===== config.mk =====
export PLATFORM = sky130hd
export DESIGN_NAME = sdc_top
export DESIGN_NICKNAME = d
export VERILOG_FILES = /design/src/sdc_pkg.sv /design/src/sdc_ctl_if.sv /design/src/sdc_core.sv /design/src/sdc_top.sv
export SDC_FILE = /design/constraint.sdc
export NUM_CORES = 1
export LEC_CHECK = 0
export ABC_AREA = 1
export BUFFER_PORTS_ARGS = -buffer_cell sky130_fd_sc_hd__buf_2
export CAP_MARGIN = 20
export CORE_ASPECT_RATIO = 0.5
export CORE_UTILIZATION = 49
export CTS_CLUSTER_DIAMETER = 200
export DETAILED_ROUTE_END_ITERATION = 16
export GPL_ROUTABILITY_DRIVEN = 1
export PLACE_DENSITY = 0.8
export SLEW_MARGIN = 10
export SYNTH_ARGS = -nofsm -noshare
export SYNTH_HDL_FRONTEND = slang
export SYNTH_SLANG_ARGS = --single-unit

===== constraint.sdc =====
create_clock -name sys_clk_i -period 1.7 [get_ports sys_clk_i]
set_input_delay 0 -clock sys_clk_i [delete_from_list [all_inputs] [get_ports sys_clk_i]]
set_output_delay 0 -clock sys_clk_i [all_outputs]
set_load 0.05 [all_outputs]

===== src/sdc_pkg.sv =====
// Constants, register map and decode helper for the 8-bit down counter.
// Assumes one 40 MHz clock domain and an AXI4-Lite register bus.
package sdc_pkg;
  localparam int CNT_W = 8;
  localparam logic [7:0] CNT_MAX = 8'hff;
  localparam logic [7:0] CNT_ZERO = 8'h00;
  localparam logic [7:0] CNT_ONE = 8'h01;

  localparam int AXI_AW = 8;
  localparam int AXI_DW = 32;
  localparam logic [7:0] OFS_CTRL = 8'h00;
  localparam logic [7:0] OFS_PRESET = 8'h04;
  localparam logic [7:0] OFS_COUNT = 8'h08;
  localparam logic [7:0] OFS_STATUS = 8'h0c;
  localparam logic [7:0] OFS_MASK = 8'h10;

  localparam int CTRL_W = 5;
  localparam int CTRL_COUNT = 0;
  localparam int CTRL_SYNC_LOAD = 1;
  localparam int CTRL_ASYNC_LOAD = 2;
  localparam int CTRL_CLEAR = 3;
  localparam int CTRL_PRESET_SRC = 4;
  localparam logic [4:0] CTRL_RST = 5'h00;
  localparam logic [7:0] PRESET_RST = 8'h00;

  localparam int STAT_W = 2;
  localparam int STAT_TERM = 0;
  localparam int STAT_LOAD = 1;
  localparam logic [1:0] STAT_RST = 2'h0;
  localparam logic [1:0] MASK_RST = 2'h0;
  localparam int COUNT_TERM_BIT = 8;

  localparam logic [1:0] RESP_OKAY = 2'h0;
  localparam logic [1:0] RESP_DECERR = 2'h3;

  typedef enum {SDC_REG_CTRL, SDC_REG_PRESET, SDC_REG_COUNT, SDC_REG_STATUS, SDC_REG_MASK,
                SDC_REG_NONE} sdc_reg_e;

  // Word decode; the two low address bits are ignored
  function automatic sdc_reg_e sdc_decode(input logic [AXI_AW-1:0] addr);
    logic [AXI_AW-1:0] word;
    word = {addr[AXI_AW-1:2], 2'b00};
    case (word)
      OFS_CTRL: sdc_decode = SDC_REG_CTRL;
      OFS_PRESET: sdc_decode = SDC_REG_PRESET;
      OFS_COUNT: sdc_decode = SDC_REG_COUNT;
      OFS_STATUS: sdc_decode = SDC_REG_STATUS;
      OFS_MASK: sdc_decode = SDC_REG_MASK;
      default: sdc_decode = SDC_REG_NONE;
    endcase
  endfunction
endpackage


===== src/sdc_ctl_if.sv =====
// Control and result bundle between the register front end and the counter core.
// Assumes both ends run on the same clock; all controls are active low.
`timescale 1ns/1ps
interface sdc_ctl_if;
  import sdc_pkg::*;
  logic clear_n;
  logic async_load_n;
  logic sync_load_n;
  logic count_enable_n;
  logic [CNT_W-1:0] preset_word;
  logic [CNT_W-1:0] count;
  logic terminal_count_n;
  logic term_event;
  logic load_event;

  modport core (
    input clear_n, async_load_n, sync_load_n, count_enable_n, preset_word,
    output count, terminal_count_n, term_event, load_event
  );
  modport ctl (
    output clear_n, async_load_n, sync_load_n, count_enable_n, preset_word,
    input count, terminal_count_n, term_event, load_event
  );
endinterface


===== src/sdc_core.sv =====
// Counter core: 8-bit down counter with clear, two preset paths and terminal count.
// Assumes controls synchronous to sys_clk_i; reset doubles as a clear to maximum.
`timescale 1ns/1ps
module sdc_core
  import sdc_pkg::*;
(
  // Clock and reset
  input wire logic sys_clk_i,
  input wire logic rst_n_i,
  // Controls and results
  sdc_ctl_if.core ctl
);
  logic [CNT_W-1:0] next_count;
  logic next_term_n;
  logic counting;
  logic any_load;

  assign counting = ctl.clear_n && ctl.async_load_n && ctl.sync_load_n && !ctl.count_enable_n;
  assign any_load = !(ctl.clear_n && ctl.async_load_n && ctl.sync_load_n);

  // Inputs are sampled, so the forcing controls take hold at the next edge
  always_comb begin
    if (!ctl.clear_n) begin
      next_count = CNT_MAX;
    end else if (!ctl.async_load_n) begin
      next_count = ctl.preset_word;
    end else if (!ctl.sync_load_n) begin
      next_count = ctl.preset_word;
    end else if (!ctl.count_enable_n) begin
      next_count = ctl.count - CNT_ONE;
    end else begin
      next_count = ctl.count;
    end
  end

  // Low for the period in which the count sits at zero after an edge taken with the enable on
  assign next_term_n = !((next_count == CNT_ZERO) && !ctl.count_enable_n);

  always_ff @(posedge sys_clk_i or negedge rst_n_i) begin
    if (!rst_n_i) begin
      ctl.count <= CNT_MAX;
    end else begin
      ctl.count <= next_count;
    end
  end

  always_ff @(posedge sys_clk_i or negedge rst_n_i) begin
    if (!rst_n_i) begin
      ctl.terminal_count_n <= 1'b1;
      ctl.term_event <= 1'b0;
      ctl.load_event <= 1'b0;
    end else begin
      ctl.terminal_count_n <= next_term_n;
      ctl.term_event <= !next_term_n;
      ctl.load_event <= any_load;
    end
  end

  property p_count_down;
    @(posedge sys_clk_i) disable iff (!rst_n_i)
    counting |=> ctl.count == CNT_W'($past(ctl.count) - CNT_ONE);
  endproperty
  a_count_down: assert property (p_count_down) else $error("count did not step down");

  property p_hold;
    @(posedge sys_clk_i) disable iff (!rst_n_i)
    (!any_load && ctl.count_enable_n) |=> $stable(ctl.count);
  endproperty
  a_hold: assert property (p_hold) else $error("count moved while disabled");

  property p_term;
    @(posedge sys_clk_i) disable iff (!rst_n_i)
    (counting && ctl.count == CNT_ONE) |=> !ctl.terminal_count_n && ctl.count == CNT_ZERO;
  endproperty
  a_term: assert property (p_term) else $error("terminal count missing at zero");

  property p_sync_load;
    @(posedge sys_clk_i) disable iff (!rst_n_i)
    (ctl.clear_n && ctl.async_load_n && !ctl.sync_load_n) |=> ctl.count == $past(ctl.preset_word);
  endproperty
  a_sync_load: assert property (p_sync_load) else $error("sync preset not taken");

  property p_async_load;
    @(posedge sys_clk_i) disable iff (!rst_n_i)
    (ctl.clear_n && !ctl.async_load_n) |=> ctl.count == $past(ctl.preset_word);
  endproperty
  a_async_load: assert property (p_async_load) else $error("forced preset not taken");

  property p_clear;
    @(posedge sys_clk_i) disable iff (!rst_n_i)
    !ctl.clear_n |=> ctl.count == CNT_MAX;
  endproperty
  a_clear: assert property (p_clear) else $error("clear did not give maximum");

  property p_precedence;
    @(posedge sys_clk_i) disable iff (!rst_n_i)
    (!ctl.clear_n && !ctl.async_load_n && ctl.preset_word != CNT_MAX) |=> ctl.count == CNT_MAX;
  endproperty
  a_precedence: assert property (p_precedence) else $error("load overrode clear");

  property p_wrap;
    @(posedge sys_clk_i) disable iff (!rst_n_i)
    (counting && ctl.count == CNT_ZERO) |=> ctl.count == CNT_MAX && ctl.terminal_count_n;
  endproperty
  a_wrap: assert property (p_wrap) else $error("no wrap from zero");

  property p_held_force;
    @(posedge sys_clk_i) disable iff (!rst_n_i)
    (ctl.clear_n && !ctl.async_load_n)[*3] ##0 $stable(ctl.preset_word) |=> $stable(ctl.count);
  endproperty
  a_held_force: assert property (p_held_force) else $error("held preset drifted");
endmodule


===== src/sdc_top.sv =====
// Top of the down counter: pin controls, AXI4-Lite registers and interrupt.
// Assumes all pins synchronous to sys_clk_i and a single AXI4-Lite master.
//
// Added by the designer: the AXI4-Lite register port and the register addresses.
`timescale 1ns/1ps
module sdc_top
  import sdc_pkg::*;
(
  // Clock and reset
  input wire logic sys_clk_i,
  input wire logic rst_n_i,
  // Counter pins
  input wire logic count_enable_n_i,
  input wire logic sync_load_n_i,
  input wire logic async_load_n_i,
  input wire logic clear_to_max_n_i,
  input wire logic [CNT_W-1:0] preset_word_i,
  output logic terminal_count_n_o,
  output logic [CNT_W-1:0] count_o,
  // AXI4-Lite write
  input wire logic [AXI_AW-1:0] s_axi_awaddr_i,
  input wire logic s_axi_awvalid_i,
  output logic s_axi_awready_o,
  input wire logic [AXI_DW-1:0] s_axi_wdata_i,
  input wire logic [3:0] s_axi_wstrb_i,
  input wire logic s_axi_wvalid_i,
  output logic s_axi_wready_o,
  output logic [1:0] s_axi_bresp_o,
  output logic s_axi_bvalid_o,
  input wire logic s_axi_bready_i,
  // AXI4-Lite read
  input wire logic [AXI_AW-1:0] s_axi_araddr_i,
  input wire logic s_axi_arvalid_i,
  output logic s_axi_arready_o,
  output logic [AXI_DW-1:0] s_axi_rdata_o,
  output logic [1:0] s_axi_rresp_o,
  output logic s_axi_rvalid_o,
  input wire logic s_axi_rready_i,
  // Interrupt
  output logic irq_o
);
  sdc_ctl_if ctl ();

  logic [CTRL_W-1:0] ctrl;
  logic [CNT_W-1:0] preset_reg;
  logic [STAT_W-1:0] status;
  logic [STAT_W-1:0] mask;
  logic [STAT_W-1:0] next_status;
  logic [STAT_W-1:0] next_mask;

  logic aw_held;
  logic w_held;
  logic [AXI_AW-1:0] wr_addr;
  logic [AXI_DW-1:0] wr_data;
  logic [3:0] wr_strb;
  logic aw_fire;
  logic w_fire;
  logic ar_fire;
  logic do_write;
  logic lane0_write;
  logic next_aw_held;
  logic next_w_held;
  logic next_bvalid;
  logic next_rvalid;
  logic [AXI_DW-1:0] rd_word;
  sdc_reg_e wr_sel;
  sdc_reg_e rd_sel;

  // Pin or register may assert each control; the merged control stays active low
  assign ctl.clear_n = clear_to_max_n_i && !ctrl[CTRL_CLEAR];
  assign ctl.async_load_n = async_load_n_i && !ctrl[CTRL_ASYNC_LOAD];
  assign ctl.sync_load_n = sync_load_n_i && !ctrl[CTRL_SYNC_LOAD];
  assign ctl.count_enable_n = count_enable_n_i && !ctrl[CTRL_COUNT];
  assign ctl.preset_word = ctrl[CTRL_PRESET_SRC] ? preset_reg : preset_word_i;

  sdc_core i_sdc_core (
    .sys_clk_i(sys_clk_i),
    .rst_n_i(rst_n_i),
    .ctl(ctl)
  );

  // Both come straight from core flops, so a next stage sees a clean level
  assign terminal_count_n_o = ctl.terminal_count_n;
  assign count_o = ctl.count;

  // Write path: address and data taken in either order, answered when both held
  assign aw_fire = s_axi_awvalid_i && s_axi_awready_o;
  assign w_fire = s_axi_wvalid_i && s_axi_wready_o;
  assign do_write = aw_held && w_held && !s_axi_bvalid_o;
  assign lane0_write = do_write && wr_strb[0];
  assign next_aw_held = (aw_held && !do_write) || aw_fire;
  assign next_w_held = (w_held && !do_write) || w_fire;
  assign next_bvalid = (s_axi_bvalid_o && !s_axi_bready_i) || do_write;
  assign wr_sel = sdc_decode(wr_addr);

  always_ff @(posedge sys_clk_i or negedge rst_n_i) begin
    if (!rst_n_i) begin
      aw_held <= 1'b0;
      w_held <= 1'b0;
      s_axi_awready_o <= 1'b1;
      s_axi_wready_o <= 1'b1;
    end else begin
      aw_held <= next_aw_held;
      w_held <= next_w_held;
      s_axi_awready_o <= !next_aw_held;
      s_axi_wready_o <= !next_w_held;
    end
  end

  always_ff @(posedge sys_clk_i or negedge rst_n_i) begin
    if (!rst_n_i) begin
      wr_addr <= '0;
      wr_data <= '0;
      wr_strb <= '0;
    end else begin
      if (aw_fire) begin
        wr_addr <= s_axi_awaddr_i;
      end
      if (w_fire) begin
        wr_data <= s_axi_wdata_i;
        wr_strb <= s_axi_wstrb_i;
      end
    end
  end

  always_ff @(posedge sys_clk_i or negedge rst_n_i) begin
    if (!rst_n_i) begin
      s_axi_bvalid_o <= 1'b0;
      s_axi_bresp_o <= RESP_OKAY;
    end else begin
      s_axi_bvalid_o <= next_bvalid;
      if (do_write) begin
        s_axi_bresp_o <= (wr_sel == SDC_REG_NONE) ? RESP_DECERR : RESP_OKAY;
      end
    end
  end

  // Control and preset registers
  always_ff @(posedge sys_clk_i or negedge rst_n_i) begin
    if (!rst_n_i) begin
      ctrl <= CTRL_RST;
      preset_reg <= PRESET_RST;
    end else begin
      if (lane0_write && wr_sel == SDC_REG_CTRL) begin
        ctrl <= wr_data[CTRL_W-1:0];
      end
      if (lane0_write && wr_sel == SDC_REG_PRESET) begin
        preset_reg <= wr_data[CNT_W-1:0];
      end
    end
  end

  // Sticky status: a hardware event in the clearing cycle survives the clear
  always_comb begin
    next_status = status;
    if (lane0_write && wr_sel == SDC_REG_STATUS) begin
      next_status = status & ~wr_data[STAT_W-1:0];
    end
    next_status[STAT_TERM] = next_status[STAT_TERM] | ctl.term_event;
    next_status[STAT_LOAD] = next_status[STAT_LOAD] | ctl.load_event;
  end

  always_comb begin
    next_mask = mask;
    if (lane0_write && wr_sel == SDC_REG_MASK) begin
      next_mask = wr_data[STAT_W-1:0];
    end
  end

  always_ff @(posedge sys_clk_i or negedge rst_n_i) begin
    if (!rst_n_i) begin
      status <= STAT_RST;
      mask <= MASK_RST;
      irq_o <= 1'b0;
    end else begin
      status <= next_status;
      mask <= next_mask;
      irq_o <= |(next_status & next_mask);
    end
  end

  // Read path: one read at a time, data registered at acceptance
  assign ar_fire = s_axi_arvalid_i && s_axi_arready_o;
  assign next_rvalid = (s_axi_rvalid_o && !s_axi_rready_i) || ar_fire;
  assign rd_sel = sdc_decode(s_axi_araddr_i);

  always_comb begin
    rd_word = '0;
    case (rd_sel)
      SDC_REG_CTRL: rd_word[CTRL_W-1:0] = ctrl;
      SDC_REG_PRESET: rd_word[CNT_W-1:0] = preset_reg;
      SDC_REG_COUNT: begin
        rd_word[CNT_W-1:0] = ctl.count;
        rd_word[COUNT_TERM_BIT] = ctl.terminal_count_n;
      end
      SDC_REG_STATUS: rd_word[STAT_W-1:0] = status;
      SDC_REG_MASK: rd_word[STAT_W-1:0] = mask;
      default: rd_word = '0;
    endcase
  end

  always_ff @(posedge sys_clk_i or negedge rst_n_i) begin
    if (!rst_n_i) begin
      s_axi_rvalid_o <= 1'b0;
      s_axi_arready_o <= 1'b1;
      s_axi_rdata_o <= '0;
      s_axi_rresp_o <= RESP_OKAY;
    end else begin
      s_axi_rvalid_o <= next_rvalid;
      s_axi_arready_o <= !next_rvalid;
      if (ar_fire) begin
        s_axi_rdata_o <= rd_word;
        s_axi_rresp_o <= (rd_sel == SDC_REG_NONE) ? RESP_DECERR : RESP_OKAY;
      end
    end
  end

  property p_full_preset;
    @(posedge sys_clk_i) disable iff (!rst_n_i)
    (clear_to_max_n_i && !ctrl[CTRL_CLEAR] && !async_load_n_i && !ctrl[CTRL_PRESET_SRC])
      |=> count_o == $past(preset_word_i);
  endproperty
  a_full_preset: assert property (p_full_preset) else $error("preset word not loaded whole");

  property p_pin_clear;
    @(posedge sys_clk_i) disable iff (!rst_n_i)
    !clear_to_max_n_i |=> count_o == CNT_MAX && terminal_count_n_o;
  endproperty
  a_pin_clear: assert property (p_pin_clear) else $error("low clear pin had no effect");

  property p_chain;
    @(posedge sys_clk_i) disable iff (!rst_n_i)
    !terminal_count_n_o |-> count_o == CNT_ZERO && $past(ctl.count_enable_n) == 1'b0;
  endproperty
  a_chain: assert property (p_chain) else $error("terminal count low off zero");

  property p_write_answer;
    @(posedge sys_clk_i) disable iff (!rst_n_i)
    (aw_fire && w_fire && !s_axi_bvalid_o) |-> ##2 s_axi_bvalid_o;
  endproperty
  a_write_answer: assert property (p_write_answer) else $error("write response late");

  property p_bvalid_hold;
    @(posedge sys_clk_i) disable iff (!rst_n_i)
    (s_axi_bvalid_o && !s_axi_bready_i) |=> s_axi_bvalid_o && $stable(s_axi_bresp_o);
  endproperty
  a_bvalid_hold: assert property (p_bvalid_hold) else $error("write response dropped");

  property p_read_count;
    @(posedge sys_clk_i) disable iff (!rst_n_i)
    (ar_fire && rd_sel == SDC_REG_COUNT)
      |=> s_axi_rvalid_o && s_axi_rdata_o[CNT_W-1:0] == $past(ctl.count);
  endproperty
  a_read_count: assert property (p_read_count) else $error("count readback wrong");

  property p_rvalid_hold;
    @(posedge sys_clk_i) disable iff (!rst_n_i)
    (s_axi_rvalid_o && !s_axi_rready_i) |=> s_axi_rvalid_o && $stable(s_axi_rdata_o);
  endproperty
  a_rvalid_hold: assert property (p_rvalid_hold) else $error("read data dropped");

  property p_sticky;
    @(posedge sys_clk_i) disable iff (!rst_n_i)
    ctl.term_event |=> status[STAT_TERM];
  endproperty
  a_sticky: assert property (p_sticky) else $error("terminal event lost");

  property p_irq;
    @(posedge sys_clk_i) disable iff (!rst_n_i)
    irq_o == |(status & mask);
  endproperty
  a_irq: assert property (p_irq) else $error("interrupt disagrees with status");
endmodule


Word-level counts from Yosys, hierarchy flattened
Cells that the tools add are included.
{"block": "totals", "in_bits": 71, "elab_cells": 105, "output_inout_bits": 51, "ff_bits": 66}
{"block": "classes", "reduce_logical": 45, "n_eq_ne": 17, "bitwise_logic": 5, "add_sub_neg": 1, "mux": 15}
{"operator": "32-bit by 4-bit equality test with 1-bit output, second input constant", "count": 3}
{"operator": "32-bit zero test", "count": 2}
{"operator": "8-bit 2-to-1 mux", "count": 5}
{"operator": "32-bit by 2-bit equality test with 1-bit output, second input constant", "count": 1}
{"operator": "32-bit by 3-bit equality test with 1-bit output, second input constant", "count": 1}
{"operator": "3-bit one-hot mux with 5 select lines", "count": 2}
{"operator": "6-bit by 2-bit equality test with 1-bit output, second input constant", "count": 4}
{"operator": "1-bit logical AND", "count": 21}
{"operator": "1-bit zero test", "count": 14}
{"operator": "6-bit by 1-bit equality test with 1-bit output, second input constant", "count": 2}
{"operator": "6-bit by 3-bit equality test with 1-bit output, second input constant", "count": 2}
{"operator": "6-bit zero test", "count": 2}
{"operator": "2-bit one-hot mux with 5 select lines", "count": 1}
{"operator": "3-bit one-hot mux with 3 select lines", "count": 1}
{"operator": "8-bit zero test", "count": 1}
{"operator": "2-bit 2-to-1 mux", "count": 4}
{"operator": "8-bit by 1-bit subtractor with 8-bit output, second input constant", "count": 1}
{"operator": "3-bit by 2-bit equality test with 1-bit output, second input constant", "count": 2}
{"operator": "3-bit one-hot mux with 2 select lines", "count": 1}
{"operator": "2-bit bitwise AND", "count": 2}
{"operator": "1-bit logical OR", "count": 4}
{"operator": "3-bit by 1-bit equality test with 1-bit output, second input constant", "count": 1}
{"operator": "3-bit equality test, second input constant", "count": 1}
{"operator": "2-bit inverter", "count": 1}
{"operator": "3 further kinds", "count": 4}

Depth between registers and ports, before layout
{"block": "depth", "ltp_word": 9, "mapped_depth": 11, "depth_no_buf": 11}

Cells and area by module
A second synthesis with hierarchy kept.
{"block": "hier_totals", "hier_cells": 389, "hier_area_um2": 3289.4}
{"module": "sdc_top", "area_per_inst_um2": 2618.8, "seq_area_each_um2": 1280.0, "instances": 1, "cells_each": 302}
{"module": "sdc_core", "area_per_inst_um2": 670.6, "seq_area_each_um2": 286.5, "instances": 1, "cells_each": 87}

Worst setup path after synthesis
OpenSTA, ideal clock, no wires.
{"block": "synth_timing", "kind": "register to register", "start": "register i_sdc_core.ctl.count[0]", "end": "register i_sdc_core.ctl.term_event", "t_arrival_ps": 1678, "n_path_buf": 0, "path_stages_with_launch": 12, "setup_slack_ps": -50, "setup_ps": 71, "required_time_ps": 1629, "period_less_slack_ps": 1750, "path_cell_list": "dfstp_2 inv_1 ha_1 nand2_1 inv_1 nand2_1 nand3_1 nand2_1 nand2_1 nor2_1 nand3_1 nor2_1"}
{"block": "synth_between", "elab_chain_len": 7}
{"element": "start, declared", "line": "sdc_ctl_if.sv:18", "text": "output count, terminal_count_n, term_event, load_event"}
{"element": "start signal, assigned", "line": "sdc_core.sv:43", "text": "ctl.count <= next_count;"}
{"element": "8-bit by 1-bit subtractor with 8-bit output", "line": "sdc_core.sv:30", "text": "next_count = ctl.count - CNT_ONE;"}
{"element": "8-bit 2-to-1 mux (*)", "line": "sdc_core.sv:29", "text": "end else if (!ctl.count_enable_n) begin"}
{"element": "8-bit 2-to-1 mux (*)", "line": "sdc_core.sv:27", "text": "end else if (!ctl.sync_load_n) begin"}
{"element": "8-bit 2-to-1 mux (*)", "line": "sdc_core.sv:25", "text": "end else if (!ctl.async_load_n) begin"}
{"element": "8-bit 2-to-1 mux (*)", "line": "sdc_core.sv:23", "text": "if (!ctl.clear_n) begin"}
{"element": "8-bit zero test (*)", "line": "sdc_core.sv:37", "text": "assign next_term_n = !((next_count == CNT_ZERO) && !ctl.count_enable_n);"}
{"element": "1-bit logical AND (*)", "line": "sdc_core.sv:37"}
{"element": "end signal, assigned", "line": "sdc_core.sv:54", "text": "ctl.term_event <= !next_term_n;"}
{"element": "end, declared", "line": "sdc_ctl_if.sv:18"}
Every way passes the cells marked *; elsewhere a longest branch is shown, timed or not.
A chain may end at the register's enable or synchronous reset.

Worst setup path in the final report
Same ends and word-level chain as after synthesis.

==> flow_metrics.tcl <==
set metrics [dict create \
    detailedPlace.worstSlack_ns 0.0621 \
    design_power_total_mw 5.93 \
    die-height_um 59.0 \
    avgRoutedWirePerCell_um 12.7 \
    cp_cell_sequence "inv_2 -> ha_4 -> nand2_1 -> nand2_1 -> nor2_1 -> nor2_1 -> nand3_1 -> nor2_2 -> nand3_1 -> nor2_1" \
    synth_area_leaders "dfrtp_1 39%, nand2_1 11%, dfstp_2 9.9%" \
    timing_hold_violations_final 0 \
    grt_max_degree 49 \
    synth_enable_flop_cells 0 \
    postSynth.topFlopCell "dfrtp_1" \
    synth.yosys.warnings 0 \
    grt_antenna_before_repair 0 \
    leakagePower_nw 2.11 \
    asyncSetResetFlopFracSynth_pct 100 \
    gp_weighted_congestion 0.887 \
    critical_path.most_common_cell "nor2_1" \
    tightestPinTransition_ns 0.500 \
    cp.buffers_inverters 1 \
    die_width_um 116 \
    worstSetupStartpointType "register" \
    ioPinCount 122 \
    port-buffer-count 67 \
    wire_length_of_the_first_global_routing_pass_mm 11.8 \
    critPathCaptureType "register" \
    initial_core_util_pct 51.5 \
    clock-skew-final_ns 0.00397 \
    netlist_instances 378 \
    cell_accounting_for_the_most_synthesized_area "dfrtp_1" \
    cts_made_buffers 9 \
    power_density_mw_per_mm2 1440 \
    flow.area_growth_from_synthesis_pct 29.0 \
    layout.filler_cells 516 \
    routed_wl_mm 7.23 \
    drv.max_cap_violation_count 0 \
    post-route-min-period_ns 1.66 \
    setup_viol 0 \
    synth-seq-area-share_pct 49.2 \
    dp_cells 532 \
    hpwlAfterDp_mm 5.11 \
    largest_reg_flops 9 \
    finalCoreUtilization_pct 66.4 \
    timing.setup.tns_ns 0 \
    gr-usage-all-layers_pct 24.1 \
    cp_data_arrival_time_ns 1.92 \
    max_freq_mhz 604 \
    core_area_mm2 0.00618 \
    detail_route.vias_per_cell 4.85 \
    setup_slack_ns 0.0433 \
    first_global_vias 2535 \
    fin_crit_sh_pct 97.5 \
    post_synth_instance_area_mm2 0.00318 \
    drtAntennaViolNets 0 \
    post_synth_num_cell_types 30 \
    outcome "completed" \
    slew_violations 0 \
    cts_tree "done" \
    post_synth.cell_area_avg_um2 8.42 \
    timing.critical_path.required_ns 1.97 \
    clkTransAtPathRegs_ns 0.05 \
    min-delay-path-class "in2reg" \
    gr-total-overflow 0 \
    max_slew_margin_pct 66.6 \
    synthDominantCellAreaShare_pct 39.3 \
    initialDrtViolationCount 170 \
    insertion_delay_of_the_later_clocked_pin_in_the_worst_skew_pair_ns 0.33 \
    cts.path.max_buffers 2 \
    routed-via-count 2766 \
    drcViolationCount 0 \
    design.die.area_mm2 0.00684 \
    critical_path_class "reg2reg" \
    clockRootBuffer "clkbuf_16" \
    vdd_ir_drop_max_v 0.00120 \
    reg_with_most_ffs "s_axi_rdata_o" \
    synth.ff_latch_count 62 \
    worst_path_dominant_cell_family "simple AND/OR/NAND/NOR gates" \
    drive_above_1_share_pct 28.8 \
    diodes 0 \
    critical_path.max_stage_delay_ns 0.54 \
    worstPathMaxFanout 2 \
    drt-pass1-iter-count 4 \
    seqCellArea_mm2 0.00157 \
    multi_input_comb_area_mm2 0.00133 \
    cts_h_tree_depth 3 \
    critPathSlowestCell "dfstp_2" \
    clock_sink_count 62 \
    post_layout_instance_count_excluding_filler_cells 570 \
    nets 549 \
    std_cell_rows 20 \
]
final timing paths:
path	slack, ns	endpoint	start	depth (start not counted)
min in group asynchronous	0.12	s_axi_rvalid_o$_DFF_PN0_	rst_n_i	2
hold reg to reg	0.43	s_axi_arready_o$_DFF_PN1_	s_axi_rvalid_o$_DFF_PN0_	1
max in group asynchronous	0.95	s_axi_wready_o$_DFF_PN1_	rst_n_i	3
setup reg to reg	0.04	i_sdc_core.ctl.term_event$_DFF_PN0_	i_sdc_core.ctl.count[0]$_DFF_PN1_	10
hold / removal	0.04	s_axi_rdata_o[7]$_DFFE_PN0P_	s_axi_araddr_i[3]	4
setup / recovery	0.04	i_sdc_core.ctl.term_event$_DFF_PN0_	i_sdc_core.ctl.count[0]$_DFF_PN1_	10
worst register-to-register path: stages, from the launching register on:
cell and delay, ns:
dfstp_2 0.54, inv_2 0.06, ha_4 0.24, nand2_1 0.05, nand2_1 0.08, nor2_1 0.04
nor2_1 0.13, nand3_1 0.10, nor2_2 0.15, nand3_1 0.09, nor2_1 0.10
power by group:
group	leakage [nW]	total, mW	switching [mW]	internal [mW]
logic	1.20	1.74	1.21	0.530
registers	0.756	2.25	0.325	1.93
clock network	0.152	1.93	0.655	1.28
stage by stage:
step	area [um2]	hold slack [ns]
after floorplan	3270	-0.296
final	4110	0.0387
after global routing	4110	0.0324
after global placement	3550	-0.0657
after CTS	4060	0.0192
after detailed placement	3550	-0.0626
cells by family (layout without fill, tap and decap cells):
family | Yosys count | after routing | synth area share [%]
flops | 62 | 62 | 49.2
simple gates | 170 | 170 | 24.7
mux | 10 | 10 | 3.54
compound gates | 57 | 57 | 9.59
fa+ha+maj | 1 | 1 | 0.393
buf+inv | 77 | 159 | 12.5
other cells | 1 | 23 | 0.118
synthesized netlist by cell type, drive strengths merged, types with 3 or more instances:
cell type	count
nand2	101
nand4	6
mux2	10
nor3	4
dfstp	12
o21ai	28
a21oi	21
nor2	36
inv	48
dfrtp	50
or2	3
nand3	19
buf	27
layout by cell type, fill, tap and decap left out:
cell type	n
nand2_1	96
buf_2	67
dfrtp_1	50
inv_1	43
nor2_1	29
o21ai_0	25
conb_1	23
a21oi_1	20
nand3_1	19
dlygate4sd3_1	19
dfstp_2	12
mux2_2	10
clkbuf_16	9
buf_4	8
nor2_2	6
inv_2	5
nand2_2	5
nand4_1	5
nor3_4	4
o21ai_1	3
o211ai_1	2
o21bai_1	2
a21boi_0	2
or2_1	2
clkinv_2	2
bufinv_16	2
a21oi_2	1
nor2_4	1
or2_4	1
nand4_2	1
nor4_4	1
a211oi_1	1
o31ai_1	1
ha_4	1
clkbuf_1	1
clkinvlp_4	1
clkinv_4	1
buf_12	1
routing by layer:
layer | share of wire, % | vias to the layer above | track usage [%] | routed length [um]
met4 | 1.2 | 0 | 8.97 | 90
li1 | - | 1357 | - | -
met5 | 0 | - | 0 | 0
met3 | 8.6 | 11 | 9.61 | 622
met2 | 46 | 133 | 37.8 | 3340
met1 | 44 | 1265 | 30.4 | 3180
final cells by class:
class / instances / area share [%]
Inverter: 48 / 4.39
Timing Repair Buffer: 95 / 14.7
Multi-Input combinational cell: 261 / 32.4
Clock buffer: 10 / 5.58
Sequential cell: 62 / 38.1
Tap cell: 88 / 2.68
Clock inverter: 6 / 2.10
repair_timing:
action                                 in CTS  in global routing
endpoints found under the hold margin      76                  0
setup endpoints to repair                   0                  2
setup buffers                               0                  3
gates resized for setup                     0                  6
hold buffers                               19                  0
Power figures use the tool's default switching activity.
